<file path="config.mk">
export PLATFORM = sky130hd
export DESIGN_NAME = dqc_io_control
export DESIGN_NICKNAME = d
export VERILOG_FILES = /design/src/hdl/dqc_pkg.sv /design/src/hdl/dqc_scan_if.sv /design/src/hdl/dqc_io_control.sv /design/src/hdl/dqc_scan_seq.sv
export SDC_FILE = /design/constraint.sdc
export NUM_CORES = 1
export LEC_CHECK = 0
export BUFFER_PORTS_ARGS = -buffer_cell sky130_fd_sc_hd__buf_2
export CAP_MARGIN = 0
export CORE_MARGIN = 4
export CORE_UTILIZATION = 35
export DETAILED_ROUTE_END_ITERATION = 6
export PLACE_DENSITY = 0.61
export REMOVE_ABC_BUFFERS = 1
export SLEW_MARGIN = 0
export SYNTH_ARGS = -nofsm -noshare
export SYNTH_HDL_FRONTEND = slang
export SYNTH_SLANG_ARGS = --single-unit
</file>
<file path="constraint.sdc">
create_clock -name clk_in -period 3.3 [get_ports clk_in]
set_input_delay 0.66 -clock clk_in [delete_from_list [all_inputs] [get_ports clk_in]]
set_output_delay 0.66 -clock clk_in [all_outputs]
set_load 0.01 [all_outputs]
</file>
<file path="src/hdl/dqc_pkg.sv">
package dqc_pkg;
  localparam logic [4:0] OFF_SW_TRIG      = 5'h00;
  localparam logic [4:0] OFF_RANGE        = 5'h02;
  localparam logic [4:0] OFF_SCAN_FIRST   = 5'h04;
  localparam logic [4:0] OFF_SCAN_LAST    = 5'h05;
  localparam logic [4:0] OFF_CTRL_LOW     = 5'h06;
  localparam logic [4:0] OFF_CTRL_HIGH    = 5'h07;
  localparam logic [4:0] OFF_IRQ_CLEAR    = 5'h08;
  localparam logic [4:0] OFF_FIFO_CLEAR   = 5'h09;
  localparam logic [4:0] OFF_AO_LOW       = 5'h0a;
  localparam logic [4:0] OFF_AO_HIGH      = 5'h0b;
  localparam logic [4:0] OFF_AO_REF       = 5'h0e;
  localparam logic [4:0] OFF_DIO_LOW      = 5'h10;
  localparam logic [4:0] OFF_DIO_HIGH     = 5'h11;
  localparam logic [4:0] OFF_TRIM_BUSY    = 5'h12;
  localparam logic [4:0] OFF_TRIM_CMD     = 5'h13;

  localparam int BIT_SW_TRIG     = 0;
  localparam int BIT_PACER_TRIG  = 1;
  localparam int BIT_OUT_TRIG    = 2;
  localparam int BIT_GATE        = 3;
  localparam int BIT_IRQ_EN      = 4;
  localparam int BIT_IRQ_SRC     = 5;
  localparam int BIT_COUNTER0_CLOCK_SELECT_CLK    = 6;
  localparam int BIT_RESOLUTION  = 7;
  localparam int BIT_TRIM_MODE   = 7;
  localparam int BIT_PAIRING     = 5;
  localparam int BIT_POLARITY    = 4;
  localparam int BIT_READ_LOAD   = 3;

  localparam logic [7:0]  RST_BYTE    = 8'h00;
  localparam logic [15:0] RST_WORD    = 16'h0000;
  localparam logic [3:0]  RST_CHAN    = 4'h0;
  localparam logic [2:0]  GAIN_MAX_BI = 3'h4;
  localparam logic [2:0]  GAIN_MAX_UNI = 3'h3;

  localparam int  TRIM_BUSY_NS     = 1000;
  localparam int  CLK_PERIOD_NS    = 25;
  localparam int  TRIM_BUSY_CYCLES = (TRIM_BUSY_NS + CLK_PERIOD_NS - 1) / CLK_PERIOD_NS;
endpackage : dqc_pkg

</file>
<file path="src/hdl/dqc_scan_if.sv">
`timescale 1ns/1ps
interface dqc_scan_if;
  logic       init;
  logic       advance;
  logic       differential;
  logic [3:0] first_chan;
  logic [3:0] last_chan;
  logic [3:0] chan;
  modport ctrl (output init, output advance, output differential, output first_chan,
                output last_chan, input chan);
  modport seq  (input init, input advance, input differential, input first_chan,
                input last_chan, output chan);
endinterface : dqc_scan_if

</file>
<file path="src/hdl/dqc_io_control.sv">
`timescale 1ns/1ps
module dqc_io_control
  import dqc_pkg::*;
#(
  parameter int TRIM_CYCLES = TRIM_BUSY_CYCLES
)
(
  input  wire logic        clk_in,
  input  wire logic        srst_in,
  input  wire logic [4:0]  addr_in,
  input  wire logic [7:0]  wdata_in,
  input  wire logic        wr_in,
  input  wire logic        rd_in,
  output logic      [7:0]  rdata_out,
  input  wire logic        pacer_tick_in,
  input  wire logic        outside_trig_in,
  input  wire logic        outside_gate_in,
  input  wire logic        conv_done_in,
  input  wire logic        fifo_empty_in,
  input  wire logic        fifo_half_in,
  input  wire logic        fifo_full_in,
  input  wire logic [15:0] input_port_bits_in,
  output logic             conv_start_out,
  output logic      [3:0]  mux_chan_out,
  output logic      [2:0]  gain_code_out,
  output logic             gain_valid_out,
  output logic             polarity_select_out,
  output logic             input_pairing_select_out,
  output logic             counter0_clock_select_out,
  output logic             conversion_resolution_select_out,
  output logic             trim_mode_select_out,
  output logic             fifo_clear_out,
  output logic             irq_out,
  output logic      [15:0] analog_out_code_out,
  output logic             analog_out_ref_level_out,
  output logic             analog_out_polarity_out,
  output logic             analog_out_ref_source_out,
  output logic      [15:0] output_port_bits_out,
  output logic             trim_cmd_strobe_out,
  output logic      [7:0]  trim_cmd_out
);
  // busy counter is 16 bits wide
  if (TRIM_CYCLES < 1 || TRIM_CYCLES > 65535)
  begin : g_trim_range
    $error("TRIM_CYCLES out of range");
  end

  function automatic logic hit(input logic [4:0] a, input logic [4:0] off);
    hit = (a == off);
  endfunction : hit

  logic [7:0]  range_ff;
  logic [3:0]  first_ff;
  logic [3:0]  last_ff;
  logic [7:0]  ctrl_ff;
  logic        trim_mode_ff;
  logic        irq_flag_ff;
  logic [15:0] ao_stage_ff;
  logic [3:0]  ao_ref_ff;
  logic [15:0] dout_ff;
  logic [15:0] din_meta_ff;
  logic [15:0] din_ff;
  logic [1:0]  trig_meta_ff;
  logic [1:0]  trig_sync_ff;
  logic        trig_prev_ff;
  logic        scan_init_ff;
  logic        half_prev_ff;
  logic [15:0] busy_cnt_ff;
  logic [7:0]  rdata_ff;
  logic        conv_start_ff;
  logic        fifo_clear_ff;
  logic        irq_ff;
  logic [15:0] ao_code_ff;
  logic        trim_strobe_ff;
  logic [7:0]  trim_cmd_ff;
  logic        sw_trig;
  logic        out_trig;
  logic        trig_now;
  logic        irq_event;
  logic        gain_ok;
  logic [7:0]  nxt_rdata;
  logic [7:0]  status_high;
  logic        trim_busy;

  dqc_scan_if scan_bus ();

  dqc_scan_seq u_scan
  (
    .clk_in  (clk_in),
    .srst_in (srst_in),
    .scan    (scan_bus.seq)
  );

  assign scan_bus.init         = scan_init_ff;
  assign scan_bus.advance      = trig_now;
  assign scan_bus.differential = range_ff[BIT_PAIRING];
  assign scan_bus.first_chan   = first_ff;
  assign scan_bus.last_chan    = last_ff;

  // register writes
  always_ff @(posedge clk_in)
  begin
    if (srst_in)
    begin
      range_ff     <= RST_BYTE;
      first_ff     <= RST_CHAN;
      last_ff      <= RST_CHAN;
      ctrl_ff      <= RST_BYTE;
      trim_mode_ff <= 1'b0;
      ao_ref_ff    <= 4'h0;
      ao_stage_ff  <= RST_WORD;
      dout_ff      <= RST_WORD;
      scan_init_ff <= 1'b0;
    end
    else
    begin
      scan_init_ff <= wr_in && (hit(addr_in, OFF_SCAN_FIRST) || hit(addr_in, OFF_SCAN_LAST));
      if (wr_in)
      begin
        unique case (addr_in)
          OFF_RANGE:      range_ff <= wdata_in;
          OFF_SCAN_FIRST: first_ff <= wdata_in[3:0];
          OFF_SCAN_LAST:  last_ff <= wdata_in[3:0];
          OFF_CTRL_LOW:   ctrl_ff <= wdata_in;
          OFF_CTRL_HIGH:  trim_mode_ff <= wdata_in[BIT_TRIM_MODE];
          OFF_AO_LOW:     ao_stage_ff[7:0] <= wdata_in;
          OFF_AO_HIGH:    ao_stage_ff[15:8] <= wdata_in;
          OFF_AO_REF:     ao_ref_ff <= wdata_in[3:0];
          OFF_DIO_LOW:    dout_ff[7:0] <= wdata_in;
          OFF_DIO_HIGH:   dout_ff[15:8] <= wdata_in;
          default:        ; // calibration data byte has no consumer here, so not kept
        endcase
      end
    end
  end

  // gate rides the trigger's synchroniser so both arrive together
  // input port, trigger and gate pins cross two flops before use
  always_ff @(posedge clk_in)
  begin
    if (srst_in)
    begin
      din_meta_ff  <= RST_WORD;
      din_ff       <= RST_WORD;
      trig_meta_ff <= 2'h0;
      trig_sync_ff <= 2'h0;
      trig_prev_ff <= 1'b0;
    end
    else
    begin
      din_meta_ff  <= input_port_bits_in;
      din_ff       <= din_meta_ff;
      trig_meta_ff <= {outside_gate_in, outside_trig_in};
      trig_sync_ff <= trig_meta_ff;
      trig_prev_ff <= trig_sync_ff[0];
    end
  end

  // trigger sources; more than one enabled is host misuse, all are honoured
  assign sw_trig  = ctrl_ff[BIT_SW_TRIG] && wr_in && hit(addr_in, OFF_SW_TRIG);
  assign out_trig = ctrl_ff[BIT_OUT_TRIG] && trig_sync_ff[0] && !trig_prev_ff
                    && (!ctrl_ff[BIT_GATE] || trig_sync_ff[1]);
  assign trig_now = sw_trig || out_trig || (ctrl_ff[BIT_PACER_TRIG] && pacer_tick_in);

  always_ff @(posedge clk_in)
  begin
    if (srst_in)
      conv_start_ff <= 1'b0;
    else
      conv_start_ff <= trig_now;
  end

  // interrupt: set wins over clear, held until clear write
  assign irq_event = ctrl_ff[BIT_IRQ_SRC] ? (fifo_half_in && !half_prev_ff)
                                          : conv_done_in;

  // half-full edge, so a level that stays high interrupts once
  always_ff @(posedge clk_in)
  begin
    if (srst_in)
      half_prev_ff <= 1'b0;
    else
      half_prev_ff <= fifo_half_in;
  end

  always_ff @(posedge clk_in)
  begin
    if (srst_in)
      irq_flag_ff <= 1'b0;
    else if (ctrl_ff[BIT_IRQ_EN] && irq_event)
      irq_flag_ff <= 1'b1;
    else if (wr_in && hit(addr_in, OFF_IRQ_CLEAR))
      irq_flag_ff <= 1'b0;
  end

  // request drops the cycle after interrupts are disabled
  always_ff @(posedge clk_in)
  begin
    if (srst_in)
    begin
      irq_ff        <= 1'b0;
      fifo_clear_ff <= 1'b0;
    end
    else
    begin
      irq_ff        <= irq_flag_ff && ctrl_ff[BIT_IRQ_EN];
      fifo_clear_ff <= wr_in && hit(addr_in, OFF_FIFO_CLEAR);
    end
  end

  // output code: direct or applied on read of the code bytes
  always_ff @(posedge clk_in)
  begin
    if (srst_in)
      ao_code_ff <= RST_WORD;
    else if (!ao_ref_ff[BIT_READ_LOAD])
      ao_code_ff <= ao_stage_ff;
    else if (rd_in && (hit(addr_in, OFF_AO_LOW) || hit(addr_in, OFF_AO_HIGH)))
      ao_code_ff <= ao_stage_ff;
  end

  // trim command: busy counter models execution time
  assign trim_busy = (busy_cnt_ff != 16'h0000);

  always_ff @(posedge clk_in)
  begin
    if (srst_in)
    begin
      busy_cnt_ff    <= 16'h0000;
      trim_strobe_ff <= 1'b0;
      trim_cmd_ff    <= RST_BYTE;
    end
    else
    begin
      trim_strobe_ff <= 1'b0;
      // command written while busy is dropped; host must poll first
      if (wr_in && hit(addr_in, OFF_TRIM_CMD) && !trim_busy)
      begin
        busy_cnt_ff    <= 16'(TRIM_CYCLES);
        trim_strobe_ff <= 1'b1;
        trim_cmd_ff    <= {wdata_in[3:0], 4'h0};
      end
      else if (trim_busy)
        busy_cnt_ff <= busy_cnt_ff - 16'h0001;
    end
  end

  // status byte keeps flags low, trim mode high
  assign status_high = {trim_mode_ff, 3'h0, irq_flag_ff,
                        fifo_full_in, fifo_half_in, fifo_empty_in};

  always_comb
  begin
    nxt_rdata = 8'h00;
    unique case (addr_in)
      OFF_CTRL_LOW:  nxt_rdata = ctrl_ff;
      OFF_CTRL_HIGH: nxt_rdata = status_high;
      OFF_DIO_LOW:   nxt_rdata = din_ff[7:0];
      OFF_DIO_HIGH:  nxt_rdata = din_ff[15:8];
      OFF_TRIM_BUSY: nxt_rdata = {7'h00, trim_busy};
      default:       nxt_rdata = 8'h00;
    endcase
  end

  always_ff @(posedge clk_in)
  begin
    if (srst_in)
      rdata_ff <= 8'h00;
    else if (rd_in)
      rdata_ff <= nxt_rdata;
  end

  // unused gain codes flagged rather than remapped
  assign gain_ok = range_ff[BIT_POLARITY] ? (range_ff[2:0] <= GAIN_MAX_UNI)
                                          : (range_ff[2:0] <= GAIN_MAX_BI);

  always_ff @(posedge clk_in)
  begin
    if (srst_in)
    begin
      gain_code_out                    <= 3'h0;
      gain_valid_out                   <= 1'b0;
      polarity_select_out              <= 1'b0;
      input_pairing_select_out         <= 1'b0;
      counter0_clock_select_out        <= 1'b0;
      conversion_resolution_select_out <= 1'b0;
      trim_mode_select_out             <= 1'b0;
      analog_out_ref_level_out         <= 1'b0;
      analog_out_polarity_out          <= 1'b0;
      analog_out_ref_source_out        <= 1'b0;
      mux_chan_out                     <= RST_CHAN;
    end
    else
    begin
      gain_code_out                    <= range_ff[2:0];
      gain_valid_out                   <= gain_ok;
      polarity_select_out              <= range_ff[BIT_POLARITY];
      input_pairing_select_out         <= range_ff[BIT_PAIRING];
      counter0_clock_select_out        <= ctrl_ff[BIT_COUNTER0_CLOCK_SELECT_CLK];
      conversion_resolution_select_out <= ctrl_ff[BIT_RESOLUTION];
      trim_mode_select_out             <= trim_mode_ff;
      analog_out_ref_level_out         <= ao_ref_ff[0];
      analog_out_polarity_out          <= ao_ref_ff[1];
      analog_out_ref_source_out        <= ao_ref_ff[2];
      mux_chan_out                     <= scan_bus.chan;
    end
  end

  assign rdata_out            = rdata_ff;
  assign conv_start_out       = conv_start_ff;
  assign fifo_clear_out       = fifo_clear_ff;
  assign irq_out              = irq_ff;
  assign analog_out_code_out  = ao_code_ff;
  assign output_port_bits_out = dout_ff;
  assign trim_cmd_strobe_out  = trim_strobe_ff;
  assign trim_cmd_out         = trim_cmd_ff;
endmodule : dqc_io_control

</file>
<file path="src/hdl/dqc_scan_seq.sv">
`timescale 1ns/1ps
module dqc_scan_seq
  import dqc_pkg::*;
(
  input  wire logic   clk_in,
  input  wire logic   srst_in,
  dqc_scan_if.seq     scan
);
  logic [3:0] chan_ff;
  logic [3:0] first_eff;
  logic [3:0] last_eff;
  logic [3:0] step;

  // differential pairs use only even numbers
  assign first_eff = scan.differential ? {scan.first_chan[3:1], 1'b0} : scan.first_chan;
  assign last_eff  = scan.differential ? {scan.last_chan[3:1], 1'b0} : scan.last_chan;
  assign step      = scan.differential ? 4'h2 : 4'h1;
  assign scan.chan = chan_ff;

  always_ff @(posedge clk_in)
  begin
    if (srst_in)
      chan_ff <= RST_CHAN;
    else if (scan.init)
      chan_ff <= first_eff;
    else if (scan.advance)
    begin
      if (chan_ff == last_eff)
        chan_ff <= first_eff;
      else
        chan_ff <= chan_ff + step; // 4-bit overflow wraps 15 to 0, or 14 to 0 when differential steps by 2
    end
  end
endmodule : dqc_scan_seq

</file>
-- Word-level counts from Yosys, hierarchy flattened
Cells that the tools add are included.
- bits in registers: 167
- bits of input ports: 40
- output and inout port bits: 68
- word-level logic and storage cells: 115
- add/sub/neg operators: 2
- magnitude comparators: 2
- equality and inequality tests: 16
- multiplexer cells: 16
- reductions and logical operators: 40
- operator list (kind ; count):
    8-bit one-hot mux with 5 select lines ; 1
    16-bit two-way mux ; 2
    5-bit by 4-bit equality test with 1-bit output, second input constant ; 5
    5-bit by 3-bit equality test with 1-bit output, second input constant ; 4
    5-bit equality test, second input constant ; 4
    2-bit AND reduction ; 10
    16-bit nonzero test ; 1
    16-bit by 1-bit subtractor with 16-bit output, second input constant ; 1
    1-bit logical AND ; 15
    4-bit two-way mux ; 3
    6-bit two-way mux ; 2
    1-bit two-way mux ; 7
    2-bit nonzero test ; 3
    5-bit by 2-bit equality test with 1-bit output, second input constant ; 1
    5-bit zero test ; 1
    1-bit logical OR ; 5
    4-bit adder ; 1
    4-bit equality test ; 1
    1-bit zero test ; 4
    3-bit by 2-bit less-or-equal comparator with 1-bit output, second input constant ; 1
    3-bit less-or-equal comparator, second input constant ; 1
    2-bit two-way mux ; 1
    2-bit by 1-bit inequality test with 1-bit output, second input constant ; 1
    2-bit OR reduction ; 1

-- Logic depth before layout (Yosys ltp)
- word-level depth: 7
- mapped depth: 8
- depth with buffers taken out: 8

-- Cells and area by module
Synthesis repeated with hierarchy kept, for this count alone.
- cell total of the unflattened synthesis: 680
- area total of the unflattened synthesis: 6314.8 um2
- by module, submodules not included (module ; instances ; cells an instance ; area an instance (um2) ; seq. area each (um2)):
    dqc_io_control ; 1 ; 639 ; 5958.2 ; 3243.1
    dqc_scan_seq ; 1 ; 41 ; 356.6 ; 80.1

-- Worst setup path after synthesis
OpenSTA, ideal clock, no wires.
- path kind: input -> register
- from: in addr_in[3]
- to: reg busy_cnt_ff[0]
- library setup time: 0.115 ns
- arrival time: 2.153 ns
- data required time: 3.185 ns
- setup slack: 1.032 ns
- stages: 8
- path buffers: 3
- cells stage by stage: clkbuf_1 > nor3b_2 > nand4_1 > or4_1 > buf_6 > nand2b_4 > buf_8 > nor2_1
- cells in the longest elaborated chain, start to end: 4
- RTL lines (what ; line ; RTL):
    start: declaration ; dqc_io_control.sv:10 ; input wire logic [4:0] addr_in,
    5-bit equality test ; dqc_io_control.sv:49 ; hit = (a == off);
    1-bit logical AND (2 in a row) ; dqc_io_control.sv:237 ; if (wr_in && hit(addr_in, OFF_TRIM_CMD) && !trim_busy)
    2-bit OR reduction (no line) ; -- ;
    end signal: assignment ; dqc_io_control.sv:239 ; busy_cnt_ff <= 16'(TRIM_CYCLES);
    end signal: assignment ; dqc_io_control.sv:244 ; busy_cnt_ff <= busy_cnt_ff - 16'h0001;
    end: declaration ; dqc_io_control.sv:68 ; logic [15:0] busy_cnt_ff;
Every way passes these cells.
A chain may end at the register's enable or synchronous reset.

-- Final worst setup path
- from: reg busy_cnt_ff[9]
- to: reg trim_strobe_ff, in the netlist trim_cmd_strobe_out
- cells in the longest elaborated chain, start to end: 4
- RTL lines (what ; line ; RTL):
    16-bit nonzero test ; dqc_io_control.sv:223 ; assign trim_busy = (busy_cnt_ff != 16'h0000);
    1-bit zero test ; dqc_io_control.sv:237 ;
    1-bit logical AND ; dqc_io_control.sv:237 ;
    1-bit two-way mux ; dqc_io_control.sv:237 ;
    end signal: assignment ; dqc_io_control.sv:230 ; trim_strobe_ff <= 1'b0;
    end signal: assignment ; dqc_io_control.sv:235 ; trim_strobe_ff <= 1'b0;
    end signal: assignment ; dqc_io_control.sv:240 ; trim_strobe_ff <= 1'b1;
    end: declaration ; dqc_io_control.sv:74 ; logic trim_strobe_ff;
Every way passes these cells.

==> impl_results.md <==
* Status: completed
* Final HPWL from detailed placement at 10.4 mm
* Final instance area at 0.00760 mm^2
* Power density cells at 664 mW/mm^2
* First-pass GRT wire length at 24.4 mm
* CTS tree: yes
* Input/output buffers at 103
* Area Overhead vs Synth at 20.9%
* Pre-CTS setup slack at 0.716 ns
* HP Class: flip-flop to flip-flop
* Row count at 48
* I/O pin cnt at 108
* Worst-skew pair later-pin latency at 0.43 ns
* Mapped Cells at 646
* Total negative setup slack at 0 ns
* Dominant cell type by area after synthesis: dfxtp_1
* Vias in the first global route at 4569
* TritonRoute pass-1 iters at 5
* Die width at 142 um
* Root Buffer: clkbuf_16
* Critical Path End Type: flip-flop
* Final worst-path cycle share at 70.4%
* Area after DPL at 0.00700 mm^2
* Data required time of the critical path at 3.57 ns
* Max Fclk at 0.431 GHz
* Sequential-to-total area share from yosys stat at 52.9%
* Post-DRT Antenna Nets at 0
* Min Clock Period, post-route at 2.32 ns
* TritonCTS Sinks at 166
* Syn. warnings at 0
* Maximum fanout along the worst path at 8
* Routability cong. at 0.898
* Ratio of cells with drive above 1 in the final layout at 21.6%
* Share of the synthesized area in the top cell type at 52.9%
* Hold Slack at 0.436 ns
* Routed length per instance at 15.5 um
* H-tree depth at 4
* VDD IR-drop max at 0.419 mV
* Slew of the pin with the lowest slew margin at 0.750 ns
* Mapped Area at 0.00628 mm^2
* Final setup fails at 0
* Die footprint at 0.0202 mm^2
* Max-slew violation count at 0
* Setup WS post-layout at 0.978 ns
* Antenna violations before repair at 0
* WS Path Type: flip-flop to flip-flop
* # DRC at 0
* Clock buffer depth at 2
* WL final at 15.2 mm
* Starting DRT DRC Count at 274
* EDFF count, synth at 0
* Seq. cell area at 0.00332 mm^2
* Hold Buf Count CTS at 0
* Core region area at 0.0175 mm^2
* Fin. Hold Viols at 0
* CTS buffer count at 17
* Slew headroom at 50.0%
* Initial Utilization at 36.0%
* CP Launch Type: flip-flop
* Ys async rst share at 0%
* Post-synth cell types at 63
* Seq cells post-synth at 166
* Max Clock Skew at 0.00755 ns
* RSZ-0062 raised after global routing: false
* Leakage at 3.26 nW
* Syn avg cell area at 9.73 um^2
* Fin nets at 785
* Post_cts resized at 0
* Worst-path clk slew at 0.07 ns
* Multi-input gate area at 0.00275 mm^2
* Pin count of the biggest net entering global routing at 73
* Setup Buffers After CTS at 0
* Synth Flop Type: dfxtp_1
* WP data arrival at 2.59 ns
* GR Util All Layers at 15.4%
* Fillers at 1700
* Die height at 142 um
* Vias per cell at 4.83
* Top post-synthesis cells by area: dfxtp_1 53%, mux2i_1 9.2%, nor2b_1 6.5%
* Via Count at 4726
* Ant diodes at 0
* Grt total ovfl at 0
* Max cap viols at 0
==> final timing paths <==
path / startpoint / to / slack, ns / depth (start not counted)
max: busy_cnt_ff[9]$_SDFFE_PP0N_ / trim_cmd_strobe_out$_SDFF_PP0_ / 0.98 / 4
min: din_meta_ff[8]$_SDFF_PP0_ / din_ff[8]$_SDFF_PP0_ / 0.44 / 1
max reg2reg: busy_cnt_ff[9]$_SDFFE_PP0N_ / trim_cmd_strobe_out$_SDFF_PP0_ / 0.98 / 4
min reg2reg: din_meta_ff[8]$_SDFF_PP0_ / din_ff[8]$_SDFF_PP0_ / 0.44 / 1
==> synthesized netlist by cell type, types with 2 or more instances <==
cell type  instances
nor2b_1           65
nand2_1           38
or4_1              3
a21oi_1           38
nor2_1            87
mux2_2             4
a22o_1             6
a31oi_1            3
nand2b_1           9
o21ai_0           12
a2111oi_0          2
nor3b_1            4
nor3_2             2
buf_2              4
nand4_1            2
a222oi_1           3
nand3_1           25
or4b_1             3
buf_1              3
buf_4              4
a211oi_1           3
nor3_1             9
nor4_1             4
inv_1              9
dfxtp_1          166
and2_1             2
ha_1               3
clkbuf_1          28
mux2i_1           58
or4_2              2
xnor2_1           12
a32o_1             2
==> sequential cells by signal, summed over array words and instances (netlist names), 2 cells and up <==
signal	flops
analog_out_code_out	16
ao_stage_ff	16
busy_cnt_ff	16
din_ff	16
din_meta_ff	16
output_port_bits_out	16
ctrl_ff	8
rdata_out	8
range_ff	5
ao_ref_ff	4
first_ff	4
last_ff	4
mux_chan_out	4
trim_cmd_out	4
u_scan.scan.chan	4
gain_code_out	3
trig_meta_ff	2
trig_sync_ff	2
==> logic make-up (layout without fill, tap and decap cells) <==
logic type,Yosys count,after routing,share of synthesized area (%)
DFF,166,166,52.9
AOI/OAI and AO/OA,83,83,8.56
muxes,62,62,9.95
xor gates and xnor gates,12,12,1.67
other,1,4,0.0597
and+or+nand+nor,268,268,22.4
buffers and inverters,50,155,3.60
adders and majority gates,4,4,0.916
==> layer usage <==
metal  vias to the layer above  part of all wire, %  GRT usage, %
li1                       2385                    -             -
met1                      2213                   47          20.2
met2                       109                   46          24.4
met3                        19                  5.0          4.33
met4                         0                  1.6          5.40
met5                         -                    0             0
==> power by group <==
part           switching, mW  internal [mW]
clock network          0.885           1.10
registers              0.112           2.12
logic                  0.467          0.368
total                   1.46           3.58
==> worst max-delay path, stage by stage, from the launching register on <==
cell     delay [ns]
dfxtp_1        0.35
or4_1          0.66
nor3_2         0.36
nand2_1        0.33
nor4_1         0.47
==> layout by cell type (no fill, tap or decap), types with 2 or more instances in the layout <==
cell type	count
nand4_1	2
a22o_1	6
a222oi_1	3
nand2_1	38
mux2i_1	58
xnor2_1	12
o21ai_0	12
nand2b_1	9
nor3b_1	4
clkinv_8	2
inv_6	4
a21oi_1	38
clkinv_4	2
ha_1	3
nor2_1	87
clkbuf_16	17
nor4_1	4
nor3_1	9
buf_2	102
and2_1	2
a32o_1	2
mux2_2	4
clkinvlp_4	2
inv_1	9
nand3_1	25
dfxtp_1	166
a31oi_1	3
nor2b_1	65
or4_2	2
or4b_1	3
a2111oi_0	2
nor3_2	2
a211oi_1	3
conb_1	4
or4_1	3
buf_4	11
inv_8	3
==> cell type report <==
cell class | instances | share of cell area [%]
sequential | 166 | 43.7
multi-input combinational | 433 | 36.1
timing repair buffer | 114 | 8.07
clock buffer | 18 | 5.78
tap | 225 | 3.70
clock inverter | 14 | 2.16
inverter | 9 | 0.444
==> per-stage QoR <==
step | power, mW | utilization (%) | cells
after floorplan | 2.85 | - | 608
after global placement | 3.10 | 40.0 | 947
after detailed placement | 3.11 | 40.0 | 947
after CTS | 5.12 | 43.5 | 979
after global routing | 5.31 | 43.5 | 979
final | 5.05 | 43.5 | 979
Power figures use the tool's default switching activity.
